==> config.mk <==
export PLATFORM = sky130hd
export DESIGN_NAME = reset_source_controller
export DESIGN_NICKNAME = d
export VERILOG_FILES = /design/src/reset_source_pkg.sv /design/src/reset_source_controller.sv
export VERILOG_INCLUDE_DIRS = /design/src /design/src/src
export SDC_FILE = /design/constraint.sdc
export NUM_CORES = 1
export LEC_CHECK = 0
export BUFFER_PORTS_ARGS = -buffer_cell sky130_fd_sc_hd__buf_2
export CELL_PAD_IN_SITES_DETAIL_PLACEMENT = 2
export CELL_PAD_IN_SITES_GLOBAL_PLACEMENT = 2
export CORE_MARGIN = 2
export CORE_UTILIZATION = 30
export CTS_CLUSTER_SIZE = 24
export DETAILED_ROUTE_END_ITERATION = 8
export PLACE_DENSITY_LB_ADDON = 0.1
export SLEW_MARGIN = 10
export SYNTH_ARGS = -nofsm -noshare
export SYNTH_HDL_FRONTEND = slang
export SYNTH_SLANG_ARGS = --single-unit
==> constraint.sdc <==
create_clock -name clk -period 2.21 [get_ports clk]
set_clock_uncertainty 0.15 [all_clocks]
set_input_delay 0.221 -clock clk [delete_from_list [all_inputs] [get_ports clk]]
set_output_delay 0.221 -clock clk [all_outputs]
set_load 0.1 [all_outputs]
==> src/reset_source_defines.svh <==
// Constants for the reset source controller: register address, bit positions,
// reset values and timing counts. Assumes a 20 MHz system clock.
`ifndef RESET_SOURCE_DEFINES_SVH
`define RESET_SOURCE_DEFINES_SVH

// Register address in the special-function space
`define RSC_REG_ADDR        8'hEF

// Bit positions inside the reset cause register
`define RSC_BIT_PIN         0
`define RSC_BIT_POWER       1
`define RSC_BIT_CLKLOSS     2
`define RSC_BIT_WDOG        3
`define RSC_BIT_SOFT        4
`define RSC_BIT_COMP        5
`define RSC_BIT_FLASH       6

// Clock period and documented times
`define RSC_CLK_PERIOD_NS   50
`define RSC_EXEC_DELAY_NS   5000
`define RSC_PIN_LOW_MIN_NS  15000
`define RSC_CLKLOSS_MIN_NS  100000
`define RSC_CLKLOSS_TYP_NS  220000
`define RSC_CLKLOSS_MAX_NS  500000

// Least time rounds up to whole cycles
`define RSC_EXEC_DELAY_CYC  ((`RSC_EXEC_DELAY_NS + `RSC_CLK_PERIOD_NS - 1) / `RSC_CLK_PERIOD_NS)
`define RSC_PIN_LOW_CYC     ((`RSC_PIN_LOW_MIN_NS + `RSC_CLK_PERIOD_NS - 1) / `RSC_CLK_PERIOD_NS)

// Watchdog clock divider
`define RSC_WDOG_DIV        12

// User code space limits per memory size
`define RSC_LIMIT_8K        16'h1DFF
`define RSC_LIMIT_4K        16'h0FFF
`define RSC_LIMIT_2K        16'h07FF

// Reset values of the software enables
`define RSC_MON_EN_RST      1'b0
`define RSC_CLKLOSS_EN_RST  1'b0
`define RSC_COMP_EN_RST     1'b0

`endif

==> src/reset_source_pkg.sv <==
// Types for the reset source controller: phases, cause flags, bus request
// and the complete state record. Constants live in the defines header.
package reset_source_pkg;

	// Phases of the reset sequence
	typedef enum logic [1:0] {
		PH_RUN,
		PH_HOLD,
		PH_DELAY
	} phase_t;

	// Cause flags, bit 0 in the low end
	typedef struct packed {
		logic flash_error_flag;
		logic comparator_reset_flag_enable;
		logic software_reset_force_flag;
		logic watchdog_reset_flag;
		logic clock_loss_flag_enable;
		logic power_on_flag_monitor_enable;
		logic pin_reset_flag;
	} cause_flags_t;

	// Special-function register access from the core
	typedef struct packed {
		logic [7:0] addr;
		logic [7:0] wdata;
		logic       wr;
		logic       rd;
	} sfr_req_t;

	// Program memory access attempts from the core
	typedef struct packed {
		logic        external_data_move_instr_req;
		logic [15:0] external_data_move_instr_addr;
		logic        code_table_read_instr_req;
		logic [15:0] code_table_read_instr_addr;
		logic        fetch_req;
		logic [15:0] fetch_addr;
	} mem_access_t;

	// Whole state of the controller
	typedef struct packed {
		phase_t            ph;
		cause_flags_t      flags;
		logic [6:0]        cnt;
		logic [3:0][2:0]   sy;
		logic [3:0]        lvl;
		logic              mon_en;
		logic              clkloss_en;
		logic              comp_en;
		logic              wdog_en;
		logic [3:0]        div;
		logic              wdog_tick;
		logic              sys_rst_n;
		logic              pin_oe_n;
		logic              pin_out;
		logic [7:0]        rdata;
	} rsc_state_t;

endpackage

==> src/reset_source_controller.sv <==
// Reset source controller: merges the reset sources into one system reset,
// records the last cause and holds the source enables.
// Assumes rst_n is the power-on reset and that the analog clock-loss one-shot,
// comparator and supply monitor deliver levels from outside the clock domain.
`timescale 1ns/100ps
`include "reset_source_defines.svh"

// Notes on behaviour
// - Low reset pin puts device in reset
// - Pin reset sets flag bit 0
// - Clock loss detector times out, resets
// - Clock loss timeout 100 to 500 us
// - Bit 2 reads 1 after clock loss
// - Write bit 2 enables clock loss detector
// - Only power resets drive the pin
// - Write bit 5 enables comparator reset
// - Comparator reset while plus below minus
// - Bit 5 reads 1 after comparator reset
// - Watchdog on, clock divided by twelve
// - Watchdog expiry resets, sets bit 3
// - Flash write above limit resets
// - Table read above limit resets
// - Branch above limit resets
// - Code limit depends on memory size
// - Flash error reset sets bit 6
// - Write bit 4 forces software reset
// - Wait 5 us before executing code
// - Power-on sets bit 1, others clear
// - Write bit 1 enables supply monitor
module reset_source_controller #(
	parameter logic [15:0] USER_CODE_LIMIT = `RSC_LIMIT_8K
) (
	input  wire logic                          clk,
	input  wire logic                          rst_n,
	input  wire reset_source_pkg::sfr_req_t    sfr,
	output logic [7:0]                         sfr_rdata,
	input  wire reset_source_pkg::mem_access_t mem,
	input  wire logic                          flash_write_enable,
	input  wire logic                          rst_pin_in,
	output logic                               rst_pin_out,
	output logic                               rst_pin_oe_n,
	input  wire logic                          clock_loss_timeout,
	input  wire logic                          comparator_out,
	input  wire logic                          supply_low,
	input  wire logic                          wdog_expired,
	input  wire logic                          wdog_disable,
	output logic                               wdog_enable,
	output logic                               wdog_tick,
	output logic                               clock_loss_enable,
	output logic                               supply_monitor_enable,
	output logic                               sys_rst_n
);
	import reset_source_pkg::*;

	localparam logic [6:0] DELAY_LAST = 7'(`RSC_EXEC_DELAY_CYC - 1);
	localparam logic [3:0] DIV_LAST   = 4'(`RSC_WDOG_DIV - 1);

	// Reset value of the whole state record
	localparam rsc_state_t STATE_RST = '{
		ph:         PH_HOLD,
		flags:      7'h02,
		cnt:        7'h00,
		sy:         12'h1C7, // Pin and comparator idle high, others low
		lvl:        4'h5,
		mon_en:     `RSC_MON_EN_RST,
		clkloss_en: `RSC_CLKLOSS_EN_RST,
		comp_en:    `RSC_COMP_EN_RST,
		wdog_en:    1'b1,
		div:        4'h0,
		wdog_tick:  1'b0,
		sys_rst_n:  1'b0,
		pin_oe_n:   1'b0,
		pin_out:    1'b0,
		rdata:      8'h00
	};

	logic [1:0]   rst_sync;
	logic         rst_sync_n;
	rsc_state_t   s_r;
	rsc_state_t   s_nxt;
	logic [3:0]   raw_in;
	logic         pin_act;
	logic         mon_act;
	logic         comp_act;
	logic         loss_act;
	logic         level_act;
	logic         flash_err;
	logic         soft_req;
	logic         wdog_req;
	logic         reg_wr;
	logic         any_req;
	cause_flags_t new_cause;

	// Power-on reset release through two flops, assert stays asynchronous
	always_ff @(posedge clk or negedge rst_n) begin
		if (!rst_n) begin
			rst_sync <= 2'b00;
		end else begin
			rst_sync <= {rst_sync[0], 1'b1};
		end
	end
	assign rst_sync_n = rst_sync[1];

	// Raw outside levels: 0 pin, 1 supply, 2 comparator, 3 clock loss
	assign raw_in = {clock_loss_timeout, comparator_out, supply_low, rst_pin_in};

	// Level sources; own pin drive is ignored so it cannot look like a pin reset
	assign pin_act   = !s_r.lvl[0] && s_r.pin_oe_n;
	assign mon_act   = s_r.lvl[1] && s_r.mon_en;
	assign comp_act  = !s_r.lvl[2] && s_r.comp_en;
	// The one-shot itself times the 100 to 500 us window
	assign loss_act  = s_r.lvl[3] && s_r.clkloss_en;
	assign level_act = pin_act | mon_act | comp_act | loss_act;

	// Event sources, only while the core runs
	assign flash_err = (s_r.ph == PH_RUN) && (
		(mem.external_data_move_instr_req && flash_write_enable && mem.external_data_move_instr_addr > USER_CODE_LIMIT) ||
		(mem.code_table_read_instr_req && mem.code_table_read_instr_addr > USER_CODE_LIMIT) ||
		(mem.fetch_req && mem.fetch_addr > USER_CODE_LIMIT));
	assign reg_wr   = (s_r.ph == PH_RUN) && sfr.wr && (sfr.addr == `RSC_REG_ADDR);
	assign soft_req = reg_wr && sfr.wdata[`RSC_BIT_SOFT];
	assign wdog_req = (s_r.ph == PH_RUN) && wdog_expired;
	assign any_req  = level_act | flash_err | soft_req | wdog_req;

	// One-hot cause; supply loss outranks everything since data may be lost
	always_comb begin
		new_cause = '0;
		if (mon_act) begin
			new_cause.power_on_flag_monitor_enable = 1'b1;
		end else if (pin_act) begin
			new_cause.pin_reset_flag = 1'b1;
		end else if (loss_act) begin
			new_cause.clock_loss_flag_enable = 1'b1;
		end else if (comp_act) begin
			new_cause.comparator_reset_flag_enable = 1'b1;
		end else if (wdog_req) begin
			new_cause.watchdog_reset_flag = 1'b1;
		end else if (flash_err) begin
			new_cause.flash_error_flag = 1'b1;
		end else if (soft_req) begin
			new_cause.software_reset_force_flag = 1'b1;
		end
	end

	// Next state of the whole controller
	always_comb begin
		s_nxt = s_r;
		s_nxt.wdog_tick = 1'b0;
		// Three-stage sync; a change counts once stages two and three agree
		for (int i = 0; i < 4; i++) begin
			s_nxt.sy[i] = {s_r.sy[i][1:0], raw_in[i]};
			if (s_r.sy[i][2] == s_r.sy[i][1]) begin
				s_nxt.lvl[i] = s_r.sy[i][2];
			end
		end
		// Own drive keeps the pin copy idle, else release looks like a pin reset
		if (!s_r.pin_oe_n) begin
			s_nxt.sy[0]  = 3'b111;
			s_nxt.lvl[0] = 1'b1;
		end
		// Register read shows the last cause
		if (sfr.rd && sfr.addr == `RSC_REG_ADDR) begin
			s_nxt.rdata = {1'b0, s_r.flags};
		end
		unique case (s_r.ph)
			PH_RUN: begin
				if (any_req) begin
					s_nxt.ph    = PH_HOLD;
					s_nxt.flags = new_cause;
				end else if (reg_wr) begin
					// Monitor enable is set-only; clearing needs a power-on
					if (sfr.wdata[`RSC_BIT_POWER]) begin
						s_nxt.mon_en = 1'b1;
					end
					s_nxt.clkloss_en = sfr.wdata[`RSC_BIT_CLKLOSS];
					s_nxt.comp_en    = sfr.wdata[`RSC_BIT_COMP];
				end
			end
			PH_HOLD: begin
				// Stay while any level source is still asserted
				if (!level_act) begin
					s_nxt.ph  = PH_DELAY;
					s_nxt.cnt = 7'h00;
				end
			end
			PH_DELAY: begin
				if (level_act) begin
					s_nxt.ph    = PH_HOLD;
					s_nxt.flags = new_cause;
				end else if (s_r.cnt == DELAY_LAST) begin
					s_nxt.ph = PH_RUN;
				end else begin
					s_nxt.cnt = s_r.cnt + 7'h01;
				end
			end
		endcase
		// Watchdog re-armed by every reset, divider restarts
		if (s_nxt.ph != PH_RUN) begin
			s_nxt.wdog_en = 1'b1;
			s_nxt.div     = 4'h0;
		end else begin
			if (wdog_disable) begin
				s_nxt.wdog_en = 1'b0;
			end
			if (s_r.div == DIV_LAST) begin
				s_nxt.div       = 4'h0;
				s_nxt.wdog_tick = s_r.wdog_en;
			end else begin
				s_nxt.div = s_r.div + 4'h1;
			end
		end
		// Pin driven low only for power related resets until code runs
		s_nxt.sys_rst_n = (s_nxt.ph == PH_RUN);
		s_nxt.pin_oe_n  = !((s_nxt.ph != PH_RUN) &&
			s_nxt.flags.power_on_flag_monitor_enable);
		s_nxt.pin_out   = 1'b0;
	end

	// State register; async clear gives the power-on cause
	always_ff @(posedge clk or negedge rst_sync_n) begin
		if (!rst_sync_n) begin
			s_r <= STATE_RST;
		end else begin
			s_r <= s_nxt;
		end
	end

	// Outputs straight from the state flops
	assign sfr_rdata             = s_r.rdata;
	assign rst_pin_out           = s_r.pin_out;
	assign rst_pin_oe_n          = s_r.pin_oe_n;
	assign wdog_enable           = s_r.wdog_en;
	assign wdog_tick             = s_r.wdog_tick;
	assign clock_loss_enable     = s_r.clkloss_en;
	assign supply_monitor_enable = s_r.mon_en;
	assign sys_rst_n             = s_r.sys_rst_n;
endmodule // reset_source_controller

Yosys cells after proc, flatten, opt, wreduce, memory -nomap -nowiden
Cells that the tools add are included.

Register bits: 52. Input bits: 78. Output and inout port bits: 15. Word-level logic and storage cells: 119.

Add/sub/neg operators: 2. Magnitude comparators: 3. Equal/unequal tests: 15. Mux-type cells: 35. Bitwise logic cells: 7. Reductions and logical operators: 30.

Operators by type and width (number): greater-than comparator 16 x 13 -> 1 bit (second input constant) (3); two-way mux 7 bit (4); case mux 7 bit (2 select lines) (2); two-way mux 1 bit (17); logical AND 1 bit (15); two-way mux 5 bit (3); != test 2 bit (second input constant) (5); two-way mux 9 bit (1); equality test 8 bit (second input constant) (1); two-way mux 2 bit (4); two-way mux 4 bit (2); AND reduction 4 bit (2); nonzero test 2 bit (4); adder 7 x 1 -> 7 bit (second input constant) (1); equality test 7 bit (second input constant) (1); bitwise OR 1 bit (6); case mux 2 bit (3 select lines) (1); AND reduction 3 bit (2); adder 4 x 1 -> 4 bit (second input constant) (1); equality test 1 bit (4); equality test 4 bit (second input constant) (1); zero test 2 bit (2); zero test 1 bit (3); two-way mux 3 bit (1); 5 further kinds (6).

Logic depth before layout (Yosys ltp)
Depth in word-level cells: 16. Gate-level depth with buffers: 8. Depth with buffers taken out: 7.

Worst setup path after synthesis
OpenSTA, ideal clock, no wires.

Path kind: register to register. Start point: register s_r, in the netlist supply_monitor_enable. End point: register s_r[51] in the netlist's numbering. Setup time: 0.095 ns. Arrival: 2.092 ns. Data required time: 1.965 ns. Path slack: -0.127 ns. Stages on the path, launching flop included: 6. Buffers on the path: 0. Period minus slack after synthesis: 2.337 ns. Cell sequence: dfrtp_1 -> and2_1 -> nor4_4 -> a21oi_2 -> or3b_1 -> o31ai_1.

RTL lines: start: declaration (line reset_source_controller.sv:79) `rsc_state_t s_r;`; start signal: assignment (line reset_source_controller.sv:224) `s_r <= s_nxt;`.

Final worst setup path
Start point: register s_r[51] in the netlist's numbering. End point: register s_r[17] in the netlist's numbering.

Longest elaborated chain between the ends: 8. Elaborated cells on any way between the ends: 11. Those cells by class: bitwise (4); reduce/logical (7).

Ends and longest elaborated chain: zero test 2 bit (*); logical AND 1 bit (2 in series) (line reset_source_controller.sv:120) `` assign reg_wr = (s_r.ph == PH_RUN) && sfr.wr && (sfr.addr == `RSC_REG_ADDR); ``; logical AND 1 bit (line reset_source_controller.sv:121) `` assign soft_req = reg_wr && sfr.wdata[`RSC_BIT_SOFT]; ``; bitwise OR 1 bit (2 in series) (line reset_source_controller.sv:123) `assign any_req = level_act | flash_err | soft_req | wdog_req;`; inverter 1 bit (no source line); AND reduction 3 bit (no source line) (*).

Every way passes the cells marked *; elsewhere a longest branch is shown, timed or not. A chain may end at the register's enable or synchronous reset.

==> summary.txt <==
Status -> complete, no violations
H-tree lvl count -> 2
P&R area growth vs syn -> 25.6%
# DRC -> 0
CTS clk-pin slew, worst paths -> 0.10 ns
Via density -> 4.99
Port bufs -> 59
Crit-path most repeated cell -> nand3_1
Final WS setup -> 0.142 ns
R2r endpoint -> s_r[17]
RePlAce Congestion -> 0.759
Share of cells above drive strength 1 -> 39.7%
Worst-path maximum fanout -> 5
Fin crit period -> 2.07 ns
Flop and latch count out of synthesis -> 52
GRT overflow -> 0
CP peak stage delay -> 0.44 ns
Worst Path Required -> 2.26 ns
Cells after DPL -> 390
# nets final -> 382
Chip height -> 95.4 µm
Total number of vias -> 2,020
CP arrival -> 2.12 ns
CTS sink cnt -> 52
Clock Latency Late Sink -> 0.31 ns
First-pass GRT wire length -> 10,900 µm
Total CTS buffers -> 5
CP Capture Type -> flop
Buf/Inv on CP -> 1
Post-CTS setup buffers -> 0
Max Root-Sink Buffers -> 2
Slew Limit Fails -> 0
DP Worst Slack -> -0.0355 ns
Worst-margin pin slew -> 0.533 ns
Final Hold Vio Count -> 0
Top Ports -> 93
Power density cells -> 940 nW/µm²
Register area share after synthesis -> 52.5%
Antenna-violating nets left -> 0
R2r worst-path depth -> 7
Antenna violations before repair -> 0
Mapped Avg Cell Area -> 11.1 µm²
Routed len/inst -> 16.3 µm
Slew margin rel. -> 64.2%
CP Cell Sequence -> inv_1 > ha_1 > nand3_1 > nor3_2 > nor2_2 > nand3_1 > mux2_2
Asr flop ratio synth -> 100%
Num rows -> 33
Crit share post-route -> 93.6%
Die W -> 95.4 µm
Leakage Power -> 1.45 nW
EDFF count, synth -> 0
Synth Flop Type -> dfrtp_1
Core ar. -> 8130 µm²
Vias in the first global route -> 2,140
Slowest CP cell -> dfrtp_1
Final wirelength -> 6590 µm
Netlist cell types -> 59
Initial Util -> 30.8%
Worst VDD drop -> 585 µV
Fill cells -> 909
CTS root buf -> clkbuf_8
First-pass DRT Iterations -> 4
Syn Std Cell Area -> 2500 µm²
CTS tree -> built
Maximum Capacitance Violations -> 0
Die area -> 9090 µm²
Synth Warn # -> 0
Final Util -> 38.7%
R2r startpoint -> s_r[51]
CP top delay family -> simple AND/OR/NAND/NOR gates
Worst R2R Setup Slack -> 0.14 ns
Startpoint types -> flop
Final setup vio count -> 0
Final Instance Count excl. Fillers -> 405
Worst hold path class -> flop to asynchronous set/reset pin
Inserted Diodes -> 0
Mapped Cells -> 225
Largest net degree at the start of global routing -> 41
Setup TNS -> 0 ns
HPWL after DPL -> 4970 µm
Fmax achieved -> 0.484 GHz
Critical path class -> flop to flop
Total GRT Usage -> 15.8%
DR iter-0 viols -> 53
-- area by class of cell --
type	instances	area (µm²)	area share, %
Clock inverter	2	17.5	0.557
Tap cell	105	131	4.18
Multi-Input combinational cell	154	1090	34.7
Sequential cell	52	1320	42.0
Clock buffer	6	82.6	2.63
Inverter	7	26.3	0.836
Timing Repair Buffer	79	475	15.1
-- state kept, by name, indices dropped and copies added (netlist names) --
register,cells
s_r,31
rst_pin_oe_n,1
sys_rst_n,1
supply_monitor_enable,1
clock_loss_enable,1
s_nxt,6
wdog_tick,1
sfr_rdata,7
rst_sync,2
wdog_enable,1
-- report_power, final --
group          leakage (nW)  switching, mW  internal (mW)
clock                0.0522          0.346          0.263
sequential            0.647         0.0882           1.09
combinational         0.751          0.742          0.427
total                  1.45           1.18           1.78
-- kinds of logic (layout without fill, tap and decap cells) --
kind of cell / count (synthesis) / in the layout / synth area share, %
AO/OA/AOI/OAI: 51 / 51 / 15.0
XOR/XNOR: 5 / 5 / 1.75
flip-flops: 52 / 52 / 52.5
multiplexers: 8 / 8 / 3.55
buffers and inverters: 20 / 94 / 4.70
AND/OR/NAND/NOR: 79 / 79 / 18.5
adder cells (fa/ha/maj): 8 / 8 / 3.70
other: 2 / 3 / 0.300
-- synth_stat cells, types with 3 or more instances --
master    number  area share, %
a21oi_1        8            1.6
a31oi_1        3           0.75
and3_1         4            1.0
buf_4          9            2.7
dfrtp_1       41             41
dfstp_2       11             12
ha_1           5            2.5
inv_1          7            1.0
maj3_1         3            1.2
mux2_2         7            3.1
nand2_1       14            2.1
nand2b_1       4            1.0
nand3_1       14            2.8
nand4_1        6            1.5
nor2_1        11            1.6
nor3_1         9            1.8
o21ai_0       12            2.4
xor2_1         4            1.4
-- worst max path at each step --
| stage | start | slack [ns] | depth (start not counted) | endpoint |
|---|---|---|---|---|
| 3_3_place_gp | s_r[51] | 0.07 | 7 | clock_loss_enable |
| 4_1_cts | s_r[50] | 0.02 | 7 | s_r[51] |
| 5_1_grt | s_r[51] | -0.005 | 7 | s_r[17] |
| 3_5_place_dp | s_r[51] | -0.04 | 7 | s_r[17] |
| 2_1_floorplan | supply_monitor_enable | 0.10 | 5 | s_r[51] |
| 6_report | s_r[51] | 0.14 | 7 | s_r[17] |
-- metrics by stage --
stage / total power [mW] / hold slack [ns] / instance area [µm²]
CTS: 3.00 / 0.0181 / 3130
floorplan: 1.99 / -0.225 / 2510
detailed placement: 2.36 / -0.142 / 2960
global placement: 2.32 / -0.142 / 2960
finish: 2.96 / 0.00456 / 3140
global route: 3.17 / 0.0195 / 3140
-- repair_timing --
item	in CTS	in global routing
hold buffers	7	0
hold endpoints to repair	8	0
gates resized for setup	1	2
cloned	0	0
endpoints found under the setup margin	2	10
-- layout by cell type (no fill, tap or decap), drive strengths merged, types with 2 or more instances in the layout --
cell type / instances
clkbuf: 6
o21ai: 12
ha: 5
a21boi: 3
a41o: 2
a22o: 3
o211ai: 3
and2: 3
dfstp: 11
nor2: 12
a31oi: 4
a22oi: 3
mux2: 7
conb: 3
nand2: 14
nand2b: 4
o31ai: 2
nand3: 14
nand4: 7
inv: 9
a21o: 3
dlygate4sd3: 7
nor2b: 2
nor3: 9
and3: 4
dfrtp: 41
a21oi: 10
nor4: 2
xor2: 4
maj3: 3
buf: 72
-- metal layers --
layer | wire [µm] | vias up | track usage (%)
met3 | 433 | 5 | 3.72
li1 | - | 953 | -
met1 | 2980 | 1007 | 20.7
met4 | 70 | 0 | 4.35
met5 | 0 | - | 0
met2 | 3120 | 55 | 26.0
Power figures use the tool's default switching activity.
